--- config.mk ---
export PLATFORM = sky130hd
export DESIGN_NAME = acqd_channel
export DESIGN_NICKNAME = d
export VERILOG_FILES = /design/src/common/acqd_pkg.sv /design/src/core/acqd_fifo.sv /design/src/core/acqd_sync.sv /design/src/core/acqd_channel.sv
export VERILOG_INCLUDE_DIRS = /design/src /design/src/common
export SDC_FILE = /design/constraint.sdc
export NUM_CORES = 2
export LEC_CHECK = 0
export ABC_AREA = 1
export BUFFER_PORTS_ARGS = -buffer_cell sky130_fd_sc_hd__buf_2
export CAP_MARGIN = 30
export CORE_MARGIN = 10
export CORE_UTILIZATION = 40
export CTS_CLUSTER_SIZE = 8
export DETAILED_ROUTE_END_ITERATION = 10
export HOLD_SLACK_MARGIN = 0.05
export PLACE_DENSITY = 0.58
export SLEW_MARGIN = 15
export SYNTH_ARGS = -nofsm -noshare
export SYNTH_HDL_FRONTEND = slang
export SYNTH_SLANG_ARGS = --single-unit
--- constraint.sdc ---
create_clock -name clk -period 7 [get_ports clk]
set_input_delay 0 -clock clk [delete_from_list [all_inputs] [get_ports clk]]
set_output_delay 0 -clock clk [all_outputs]
set_load 0.005 [all_outputs]
--- src/common/acqd_consts.svh ---
// constants for the acquisition dma block
`ifndef ACQD_CONSTS_SVH
`define ACQD_CONSTS_SVH
`define ACQD_NCHAN 4
`define ACQD_SAMPLE_W 16
`define ACQD_SRC_W 3
`define ACQD_SRC_TEST 3'h4
`define ACQD_SRC_LOOP 3'h5
`define ACQD_LEN_W 32
`define ACQD_TS_W 48
`define ACQD_FIFO_DEPTH 8
`define ACQD_BANK_ADDR_W 29
`define ACQD_LINKS 64
`define ACQD_LINK_W 6
`define ACQD_CLKMON_NS 64
`define ACQD_CLK_PERIOD_NS 8
`define ACQD_CLKMON_CYC (`ACQD_CLKMON_NS / `ACQD_CLK_PERIOD_NS)
`define ACQD_OVL_MAX 16'h7FFF
`define ACQD_OVL_MIN 16'h8000
`define ACQD_OVL_HOLD 8'hFF
`endif

--- src/common/acqd_pkg.sv ---
// types shared by the acquisition dma block
package acqd_pkg;
   typedef struct packed {
      logic [1:0] chan;
      logic [47:0] stamp;
      logic [31:0] length;
   } acqd_meta_s;
   typedef struct packed {
      logic [31:0] length;
      logic gate_mode;
      logic last;
   } acqd_link_s;
   typedef struct packed {
      logic clk;
      logic sync;
      logic gate;
   } acqd_tbus_s;
   typedef enum logic [1:0] {
      ACQD_IDLE = 2'b00,
      ACQD_HEAD = 2'b01,
      ACQD_DATA = 2'b10,
      ACQD_CLOSE = 2'b11
   } acqd_state_e;
endpackage : acqd_pkg

--- src/core/acqd_fifo.sv ---
// parameterised valid/ready fifo
`timescale 1ns/100ps
module acqd_fifo #(
   parameter int WIDTH = 16,
   parameter int DEPTH = 8
) (
   // clock and reset
   input wire logic clk,
   input wire logic rstn,
   // fill side
   input wire logic in_valid,
   output logic in_ready,
   input wire logic [WIDTH-1:0] in_data,
   // drain side
   output logic out_valid,
   input wire logic out_ready,
   output logic [WIDTH-1:0] out_data
);
   localparam int AW = $clog2(DEPTH);
   logic [WIDTH-1:0] mem [DEPTH];
   logic [AW:0] wr_reg;
   logic [AW:0] rd_reg;
   logic full;
   logic empty;
   assign empty = (wr_reg == rd_reg);
   assign full = (wr_reg[AW] != rd_reg[AW]) &&
      (wr_reg[AW-1:0] == rd_reg[AW-1:0]);
   assign in_ready = !full;
   assign out_valid = !empty;
   assign out_data = mem[rd_reg[AW-1:0]];
   always_ff @(posedge clk) begin
      if (in_valid && !full) begin
         mem[wr_reg[AW-1:0]] <= in_data;
      end
   end
   always_ff @(posedge clk or negedge rstn) begin
      if (!rstn) begin
         wr_reg <= '0;
      end else if (in_valid && !full) begin
         wr_reg <= wr_reg + 1'b1;
      end
   end
   always_ff @(posedge clk or negedge rstn) begin
      if (!rstn) begin
         rd_reg <= '0;
      end else if (out_ready && !empty) begin
         rd_reg <= rd_reg + 1'b1;
      end
   end
endmodule : acqd_fifo

--- src/core/acqd_sync.sv ---
// two-flop synchroniser for a bus of levels
`timescale 1ns/100ps
module acqd_sync #(
   parameter int WIDTH = 1
) (
   // clock and reset
   input wire logic clk,
   input wire logic rstn,
   // levels
   input wire logic [WIDTH-1:0] d,
   output logic [WIDTH-1:0] q
);
   logic [WIDTH-1:0] meta_reg;
   logic [WIDTH-1:0] q_reg;
   always_ff @(posedge clk or negedge rstn) begin
      if (!rstn) begin
         meta_reg <= '0;
         q_reg <= '0;
      end else begin
         meta_reg <= d;
         q_reg <= meta_reg;
      end
   end
   assign q = q_reg;
endmodule : acqd_sync

--- src/core/acqd_channel.sv ---
// one acquisition channel with linked-list dma toward the host
//
// Summary of operation
// the source selector picks a converter, the test pattern or loopback.
// the bank runs as a continuous fifo or as a transient capture store.
// a dma engine drains the bank toward the host over the pcie stream.
// the engine walks a chain of links without software between them.
// in gate mode a link runs exactly as long as the gate stays high.
// each transfer gets a header with channel id, sample stamp and length.
// each bank is a one gigabyte fifo where outgoing packets are built; here the bank is FIFO_DEPTH words deep, 8 by default.
// two timing buses go out, each with clock, sync and gate or trigger.
// an outside system may drive one timing input as gate, trigger or sync; here it drives gate only, sync has its own pin sync_in.
// each of the four converter inputs has its own overload indication.
// clock present shows a seen sample clock; without it no samples taken.
// on gate fall in gate mode the link closes, keeps its length, moves on.
`timescale 1ns/100ps
`include "acqd_consts.svh"
module acqd_channel #(
   parameter logic [1:0] CHAN_ID = 2'h0,
   parameter int FIFO_DEPTH = `ACQD_FIFO_DEPTH,
   parameter int LINKS = `ACQD_LINKS
) (
   // clock and reset
   input wire logic clk,
   input wire logic rstn,
   // converter and loopback samples
   input wire logic [4*`ACQD_SAMPLE_W-1:0] adc_data,
   input wire logic [`ACQD_SAMPLE_W-1:0] loop_data,
   input wire logic sample_clk_in,
   // external timing pins
   input wire logic external_timing_input,
   input wire logic sync_in,
   // configuration
   input wire logic [`ACQD_SRC_W-1:0] source_sel,
   input wire logic capture_mode,
   input wire logic [`ACQD_LEN_W-1:0] capture_len,
   input wire logic dma_enable,
   // link table write port
   input wire logic link_we,
   input wire logic [`ACQD_LINK_W-1:0] link_addr,
   input wire acqd_pkg::acqd_link_s link_wdata,
   // host stream out
   output logic host_valid,
   input wire logic host_ready,
   output logic [`ACQD_SAMPLE_W-1:0] host_data,
   output logic host_is_meta,
   output acqd_pkg::acqd_meta_s host_meta,
   // status
   output logic [3:0] overload_indicator,
   output logic sample_clock_present,
   output logic dma_busy,
   output logic capture_done,
   output logic [`ACQD_LINK_W-1:0] link_index,
   // timing buses
   output acqd_pkg::acqd_tbus_s adc_tbus,
   output acqd_pkg::acqd_tbus_s dac_tbus
);
   import acqd_pkg::*;
   localparam int MON_CYC = (`ACQD_CLKMON_CYC < 1) ? 1 : `ACQD_CLKMON_CYC;

   function automatic logic [`ACQD_SAMPLE_W-1:0] pick(
      input logic [4*`ACQD_SAMPLE_W-1:0] all, input logic [1:0] idx);
      pick = all[idx*`ACQD_SAMPLE_W +: `ACQD_SAMPLE_W];
   endfunction : pick

   function automatic logic is_ovl(input logic [`ACQD_SAMPLE_W-1:0] s);
      is_ovl = (s == `ACQD_OVL_MAX) || (s == `ACQD_OVL_MIN);
   endfunction : is_ovl

   // pins from outside the clock domain
   logic [2:0] pins_s;
   acqd_sync #(.WIDTH(3)) u_sync (
      .clk(clk),
      .rstn(rstn),
      .d({sample_clk_in, external_timing_input, sync_in}),
      .q(pins_s)
   );
   logic sclk_s;
   logic gate_s;
   logic sync_s;
   assign sclk_s = pins_s[2];
   assign gate_s = pins_s[1];
   assign sync_s = pins_s[0];

   // clock monitor: a toggle within the window keeps presence
   logic sclk_d_reg;
   logic [7:0] mon_reg;
   logic present_reg;
   always_ff @(posedge clk or negedge rstn) begin
      if (!rstn) begin
         sclk_d_reg <= 1'b0;
         mon_reg <= 8'h00;
         present_reg <= 1'b0;
      end else begin
         sclk_d_reg <= sclk_s;
         if (sclk_s != sclk_d_reg) begin
            mon_reg <= 8'h00;
            present_reg <= 1'b1;
         end else if (mon_reg >= 8'(MON_CYC)) begin
            present_reg <= 1'b0;
         end else begin
            mon_reg <= mon_reg + 8'h01;
         end
      end
   end
   assign sample_clock_present = present_reg;

   // timing buses rebuilt from the synchronised pins
   // the outside input serves as gate only; sync comes from sync_in
   always_ff @(posedge clk or negedge rstn) begin
      if (!rstn) begin
         adc_tbus <= '0;
         dac_tbus <= '0;
      end else begin
         adc_tbus <= '{clk: sclk_s, sync: sync_s, gate: gate_s};
         dac_tbus <= '{clk: sclk_s, sync: sync_s, gate: gate_s};
      end
   end

   // overload per converter, stretched so a led can show it
   logic [7:0] ovl_cnt_reg [4];
   always_ff @(posedge clk or negedge rstn) begin
      if (!rstn) begin
         for (int i = 0; i < 4; i++) begin
            ovl_cnt_reg[i] <= 8'h00;
         end
      end else begin
         for (int i = 0; i < 4; i++) begin
            if (is_ovl(pick(adc_data, 2'(i)))) begin
               ovl_cnt_reg[i] <= `ACQD_OVL_HOLD;
            end else if (ovl_cnt_reg[i] != 8'h00) begin
               ovl_cnt_reg[i] <= ovl_cnt_reg[i] - 8'h01;
            end
         end
      end
   end
   always_comb begin
      for (int i = 0; i < 4; i++) begin
         overload_indicator[i] = (ovl_cnt_reg[i] != 8'h00);
      end
   end

   // source selector
   logic [`ACQD_SAMPLE_W-1:0] test_reg;
   logic [`ACQD_SAMPLE_W-1:0] src_sample;
   always_ff @(posedge clk or negedge rstn) begin
      if (!rstn) begin
         test_reg <= '0;
      end else begin
         test_reg <= test_reg + 16'h0001;
      end
   end
   always_comb begin
      if (source_sel == `ACQD_SRC_TEST) begin
         src_sample = test_reg;
      end else if (source_sel == `ACQD_SRC_LOOP) begin
         src_sample = loop_data;
      end else begin
         src_sample = pick(adc_data, source_sel[1:0]);
      end
   end

   // sample stamp counts every sample cycle, cleared by sync
   logic [`ACQD_TS_W-1:0] stamp_reg;
   always_ff @(posedge clk or negedge rstn) begin
      if (!rstn) begin
         stamp_reg <= '0;
      end else if (sync_s) begin
         stamp_reg <= '0;
      end else if (present_reg) begin
         stamp_reg <= stamp_reg + 48'h1;
      end
   end

   // link table and engine state
   acqd_link_s link_mem [LINKS];
   always_ff @(posedge clk) begin
      if (link_we) begin
         link_mem[link_addr] <= link_wdata;
      end
   end
   acqd_link_s cur_link;
   assign cur_link = link_mem[link_index];

   acqd_state_e state_reg;
   logic [`ACQD_LEN_W-1:0] count_reg;
   logic [`ACQD_LEN_W-1:0] cap_cnt_reg;
   logic [`ACQD_LINK_W-1:0] link_reg;
   logic cap_done_reg;
   logic head_ok_reg;
   acqd_meta_s meta_reg;
   assign link_index = link_reg;
   assign capture_done = cap_done_reg;
   assign dma_busy = (state_reg != ACQD_IDLE);

   // bank write: continuous in fifo mode, bounded block in capture mode
   logic wr_ok;
   logic fifo_in_ready;
   logic in_link;
   assign in_link = (state_reg == ACQD_DATA) &&
      (!cur_link.gate_mode || gate_s);
   // no sample is taken without a sample clock
   assign wr_ok = present_reg && in_link &&
      (!capture_mode || !cap_done_reg);

   // bank fifo where outgoing packets are assembled
   logic bank_valid;
   logic bank_ready;
   logic [`ACQD_SAMPLE_W-1:0] bank_data;
   acqd_fifo #(.WIDTH(`ACQD_SAMPLE_W), .DEPTH(FIFO_DEPTH)) u_bank (
      .clk(clk),
      .rstn(rstn),
      .in_valid(wr_ok),
      .in_ready(fifo_in_ready),
      .in_data(src_sample),
      .out_valid(bank_valid),
      .out_ready(bank_ready),
      .out_data(bank_data)
   );
   logic take;
   assign take = wr_ok && fifo_in_ready;

   always_ff @(posedge clk or negedge rstn) begin
      if (!rstn) begin
         cap_cnt_reg <= '0;
         cap_done_reg <= 1'b0;
      end else if (state_reg == ACQD_IDLE) begin
         cap_cnt_reg <= '0;
         cap_done_reg <= 1'b0;
      end else if (take && capture_mode) begin
         cap_cnt_reg <= cap_cnt_reg + 32'h1;
         cap_done_reg <= (cap_cnt_reg + 32'h1 >= capture_len);
      end
   end

   // header fields load one cycle before the header is offered
   always_ff @(posedge clk or negedge rstn) begin
      if (!rstn) begin
         head_ok_reg <= 1'b0;
      end else if (state_reg != ACQD_HEAD) begin
         head_ok_reg <= 1'b0;
      end else if (!bank_valid) begin
         head_ok_reg <= 1'b1;
      end
   end

   // drain the bank toward the host, header first
   // older words leave before the header, so a link never overtakes
   assign host_is_meta = (state_reg == ACQD_HEAD) && head_ok_reg;
   assign host_valid = host_is_meta || bank_valid;
   assign bank_ready = host_ready && !host_is_meta;
   assign host_data = bank_data;
   assign host_meta = meta_reg;

   logic link_end;
   // gate mode ends on gate fall, otherwise the preset length
   assign link_end = cur_link.gate_mode ? !gate_s :
      ((count_reg + {31'h0, take}) >= cur_link.length);

   // link chain engine
   always_ff @(posedge clk or negedge rstn) begin
      if (!rstn) begin
         state_reg <= ACQD_IDLE;
         link_reg <= '0;
         count_reg <= '0;
         meta_reg <= '0;
      end else begin
         case (state_reg)
            ACQD_IDLE: begin
               count_reg <= '0;
               if (dma_enable && present_reg) begin
                  state_reg <= ACQD_HEAD;
               end
            end
            // header with channel, stamp, and length
            ACQD_HEAD: begin
               // fields must stand before the host can take the header
               if (!head_ok_reg && !bank_valid) begin
                  meta_reg <= '{chan: CHAN_ID, stamp: stamp_reg,
                     length: cur_link.length};
               end
               if (head_ok_reg && host_ready) begin
                  state_reg <= ACQD_DATA;
               end
            end
            ACQD_DATA: begin
               if (take) begin
                  count_reg <= count_reg + 32'h1;
               end
               if (link_end && (!cur_link.gate_mode || count_reg != '0)) begin
                  state_reg <= ACQD_CLOSE;
               end
            end
            // record true length; advance to the next link unless this one is last or enable has dropped
            ACQD_CLOSE: begin
               meta_reg.length <= count_reg;
               count_reg <= '0;
               if (cur_link.last || !dma_enable) begin
                  link_reg <= '0;
                  state_reg <= ACQD_IDLE;
               end else begin
                  link_reg <= link_reg + 6'h01;
                  state_reg <= ACQD_HEAD;
               end
            end
            default: begin
               state_reg <= ACQD_IDLE;
            end
         endcase
      end
   end
endmodule : acqd_channel

==> reports/summary.txt <==
Netlist cell types: 60
min Tclk post-route: 5.93 ns
fill count: 24.0k
Port Buffers: 280
Final Hold Vio Count: 0
area of the multi-input gates: 28,000 um2
CP required: 7.82 ns
CP bufs+invs: 5
Post-Route WL: 331,000 um
top cells by area, synth: edfxtp_1, dfrtp_1, o21ai_0, nor2_1, nand2_1
Critical Path End Type: flop
Root Buffer: clkbuf_16
DR vias: 75.4k
worst-path fanout max: 77
Initial Util: 40.2%
clock latency on the worst-skew pair: 0.96 ns
Max stage delay on crit path: 0.51 ns
most frequent cells after synthesis: edfxtp_1, nor2_1, o21ai_0
Post-Synthesis Cells: 9,231
Layout Cells excl Fill: 13.3k
path type of the worst setup path: reg2reg
Largest register FFs: 2,176
setup repair after global routing missed its margin: false
Clock Tree Buf Depth: 4
Power Total: 44.1 mW
grt ovf: 0
CP max-delay cell: dfrtp_4
Critical Path Start Type: flop
register area share after synthesis: 70.6%
1st-pass router iterations: 6
final setup fails: 0
Clk pin slew, worst setup/hold paths: 0.06 ns
pwr dens: 354 nW/um2
Setup TNS: 0 ns
# Max-Cap Violations: 0
H-tree depth: 5
Die X: 539 um
measured slew at the worst slew-check pin: 1.06 ns
leakage: 44.1 nW
commonest register cell after synthesis: edfxtp_1
WP data arrival: 6.74 ns
max-slew violations: 0
Max-slew headroom: 29.5%
total CTS buffers: 374
Ports: 283
Total GRT Usage: 21.9%
initial antenna violation count: 18
dpl cells: 12.7k
Yosys reg bits: 2,580
CTS tree: done
Yosys top cell by area: edfxtp_1
Syn Area/Cell: 11.7 um2
cell family with most CP delay: simple AND/OR/NAND/NOR gates
vias per inst: 5.68
post-synth top area share: 64.2%
DP HPWL: 186,000 um
number of flops mapped to enable cells by yosys: 2,304
fin crit share: 84.7%
area of the core: 268,000 um2
Residual DRC: 0
hold crit path type: in2reg
Synth Cell Area: 108,000 um2
DIE AREA: 291,000 um2
CTS sink count: 2,580
warnings from Yosys: 0
first-pass GRT wire length: 486,000 um
post-route ant nets: 0
gpl congestion: 0.908
Post-CTS Setup Bufs: 0
share of flip-flops with an asynchronous set or reset: 10.7%
Seq. cell area: 76,100 um2
row count: 190
post-detailed-route wirelength per cell: 24.9 um
Die Height: 539 um
area grow syn2layout: 15.5%
Biggest register: link_mem
pin count of the biggest net entering global routing: 195
clock skew: 0.0793 ns
Nets: 9,878
DRT iter0 DRCs: 8,530
count leader, synth: edfxtp_1
vias in the first global route: 72.9k
layout cells sized above 1: 9.78%
maximum vdd drop: 252 uV
outcome: finished, final reports clean
Fmax achieved: 169 MHz
==> area by class of cell <==
class                           instances  area share (%)
Inverter                              354            1.11
Clock buffer                          448            7.80
Multi-Input combinational cell       5720            22.5
Antenna cell                            9          0.0181
Sequential cell                      2580            61.1
Timing Repair Buffer                  600            3.77
Tap cell                             3552            3.57
Clock inverter                         13           0.123
==> layout by cell type, fill, tap and decap left out, drive strengths merged, types with 35 or more instances in the layout <==
master and count:
buf 460, xor2 102, o22ai 543, nand2 1111
nor4 40, edfxtp 2304, nand3 685, dfrtp 276
nor2 1449, nor3 84, clkbuf 448, dlygate4sd3 140
a31oi 35, a21oi 157, ha 84, inv 352
nand4 53, o21ai 1296
==> final timing paths <==
| path | cells past startpoint | slack [ns] | end | startpoint |
|---|---|---|---|---|
| max in group asynchronous | 4 | 5.68 | link_index[2]$_DFFE_PN0P_ | rstn |
| worst min-delay path | 2 | 0.06 | link_mem[59][11]$_DFFE_PP_ | link_wdata[11] |
| worst max register to register | 31 | 1.07 | state_reg[1]$_DFFE_PN0P_ | link_index[1]$_DFFE_PN0P_ |
| min in group asynchronous | 4 | 0.24 | host_meta[53]$_DFFE_PN0P_ | rstn |
| worst min register to register | 0 | 0.35 | u_sync.q[0]$_DFF_PN0_ | u_sync.meta_reg[0]$_DFF_PN0_ |
| worst max-delay path | 31 | 1.07 | state_reg[1]$_DFFE_PN0P_ | link_index[1]$_DFFE_PN0P_ |
==> kinds of logic after synthesis <==
| logic type | Yosys count | share of synthesized area (%) |
|---|---|---|
| compound gates | 2075 | 10.4 |
| other cells | 1 | 0.00348 |
| simple gates | 3446 | 13.2 |
| flops | 2580 | 70.6 |
| buf+inv | 932 | 3.88 |
| mux | 1 | 0.00928 |
| fa+ha+maj | 84 | 0.975 |
| xor+xnor | 112 | 0.910 |
==> routing by layer <==
layer,vias to the layer above,GRT usage (%),part of all wire [%]
met1,37600,30.5,42
met4,8,6.87,3.0
met3,551,4.00,8.3
met2,3305,34.8,46
li1,34000,-,-
met5,-,0,0.013
==> per-stage QoR <==
| stage | utilization (%) | cell area, um2 | hold WS (ns) | worst slack [ns] |
|---|---|---|---|---|
| after floorplan | - | 108000 | -0.296 | 2.77 |
| after global placement | 42.1 | 113000 | 0.111 | 1.25 |
| after detailed placement | 42.2 | 113000 | 0.114 | 1.13 |
| after CTS | 46.4 | 124000 | 0.0619 | 1.12 |
| after global routing | 46.4 | 125000 | 0.0606 | 0.563 |
| final | 46.5 | 125000 | 0.0625 | 1.07 |
==> where the power goes <==
group | switching [mW] | total, mW | internal, mW
logic | 7.75 | 10.9 | 3.11
registers | 0.316 | 17.5 | 17.2
clock network | 6.14 | 15.7 | 9.55
total | 14.2 | 44.1 | 29.9
==> timing repair <==
action / in CTS / in global routing
hold endpoints to repair: 2912 / 0
gates resized for setup: 0 / 0
hold buffers: 141 / 0
No activity file was read; power rests on OpenSTA's default activity.
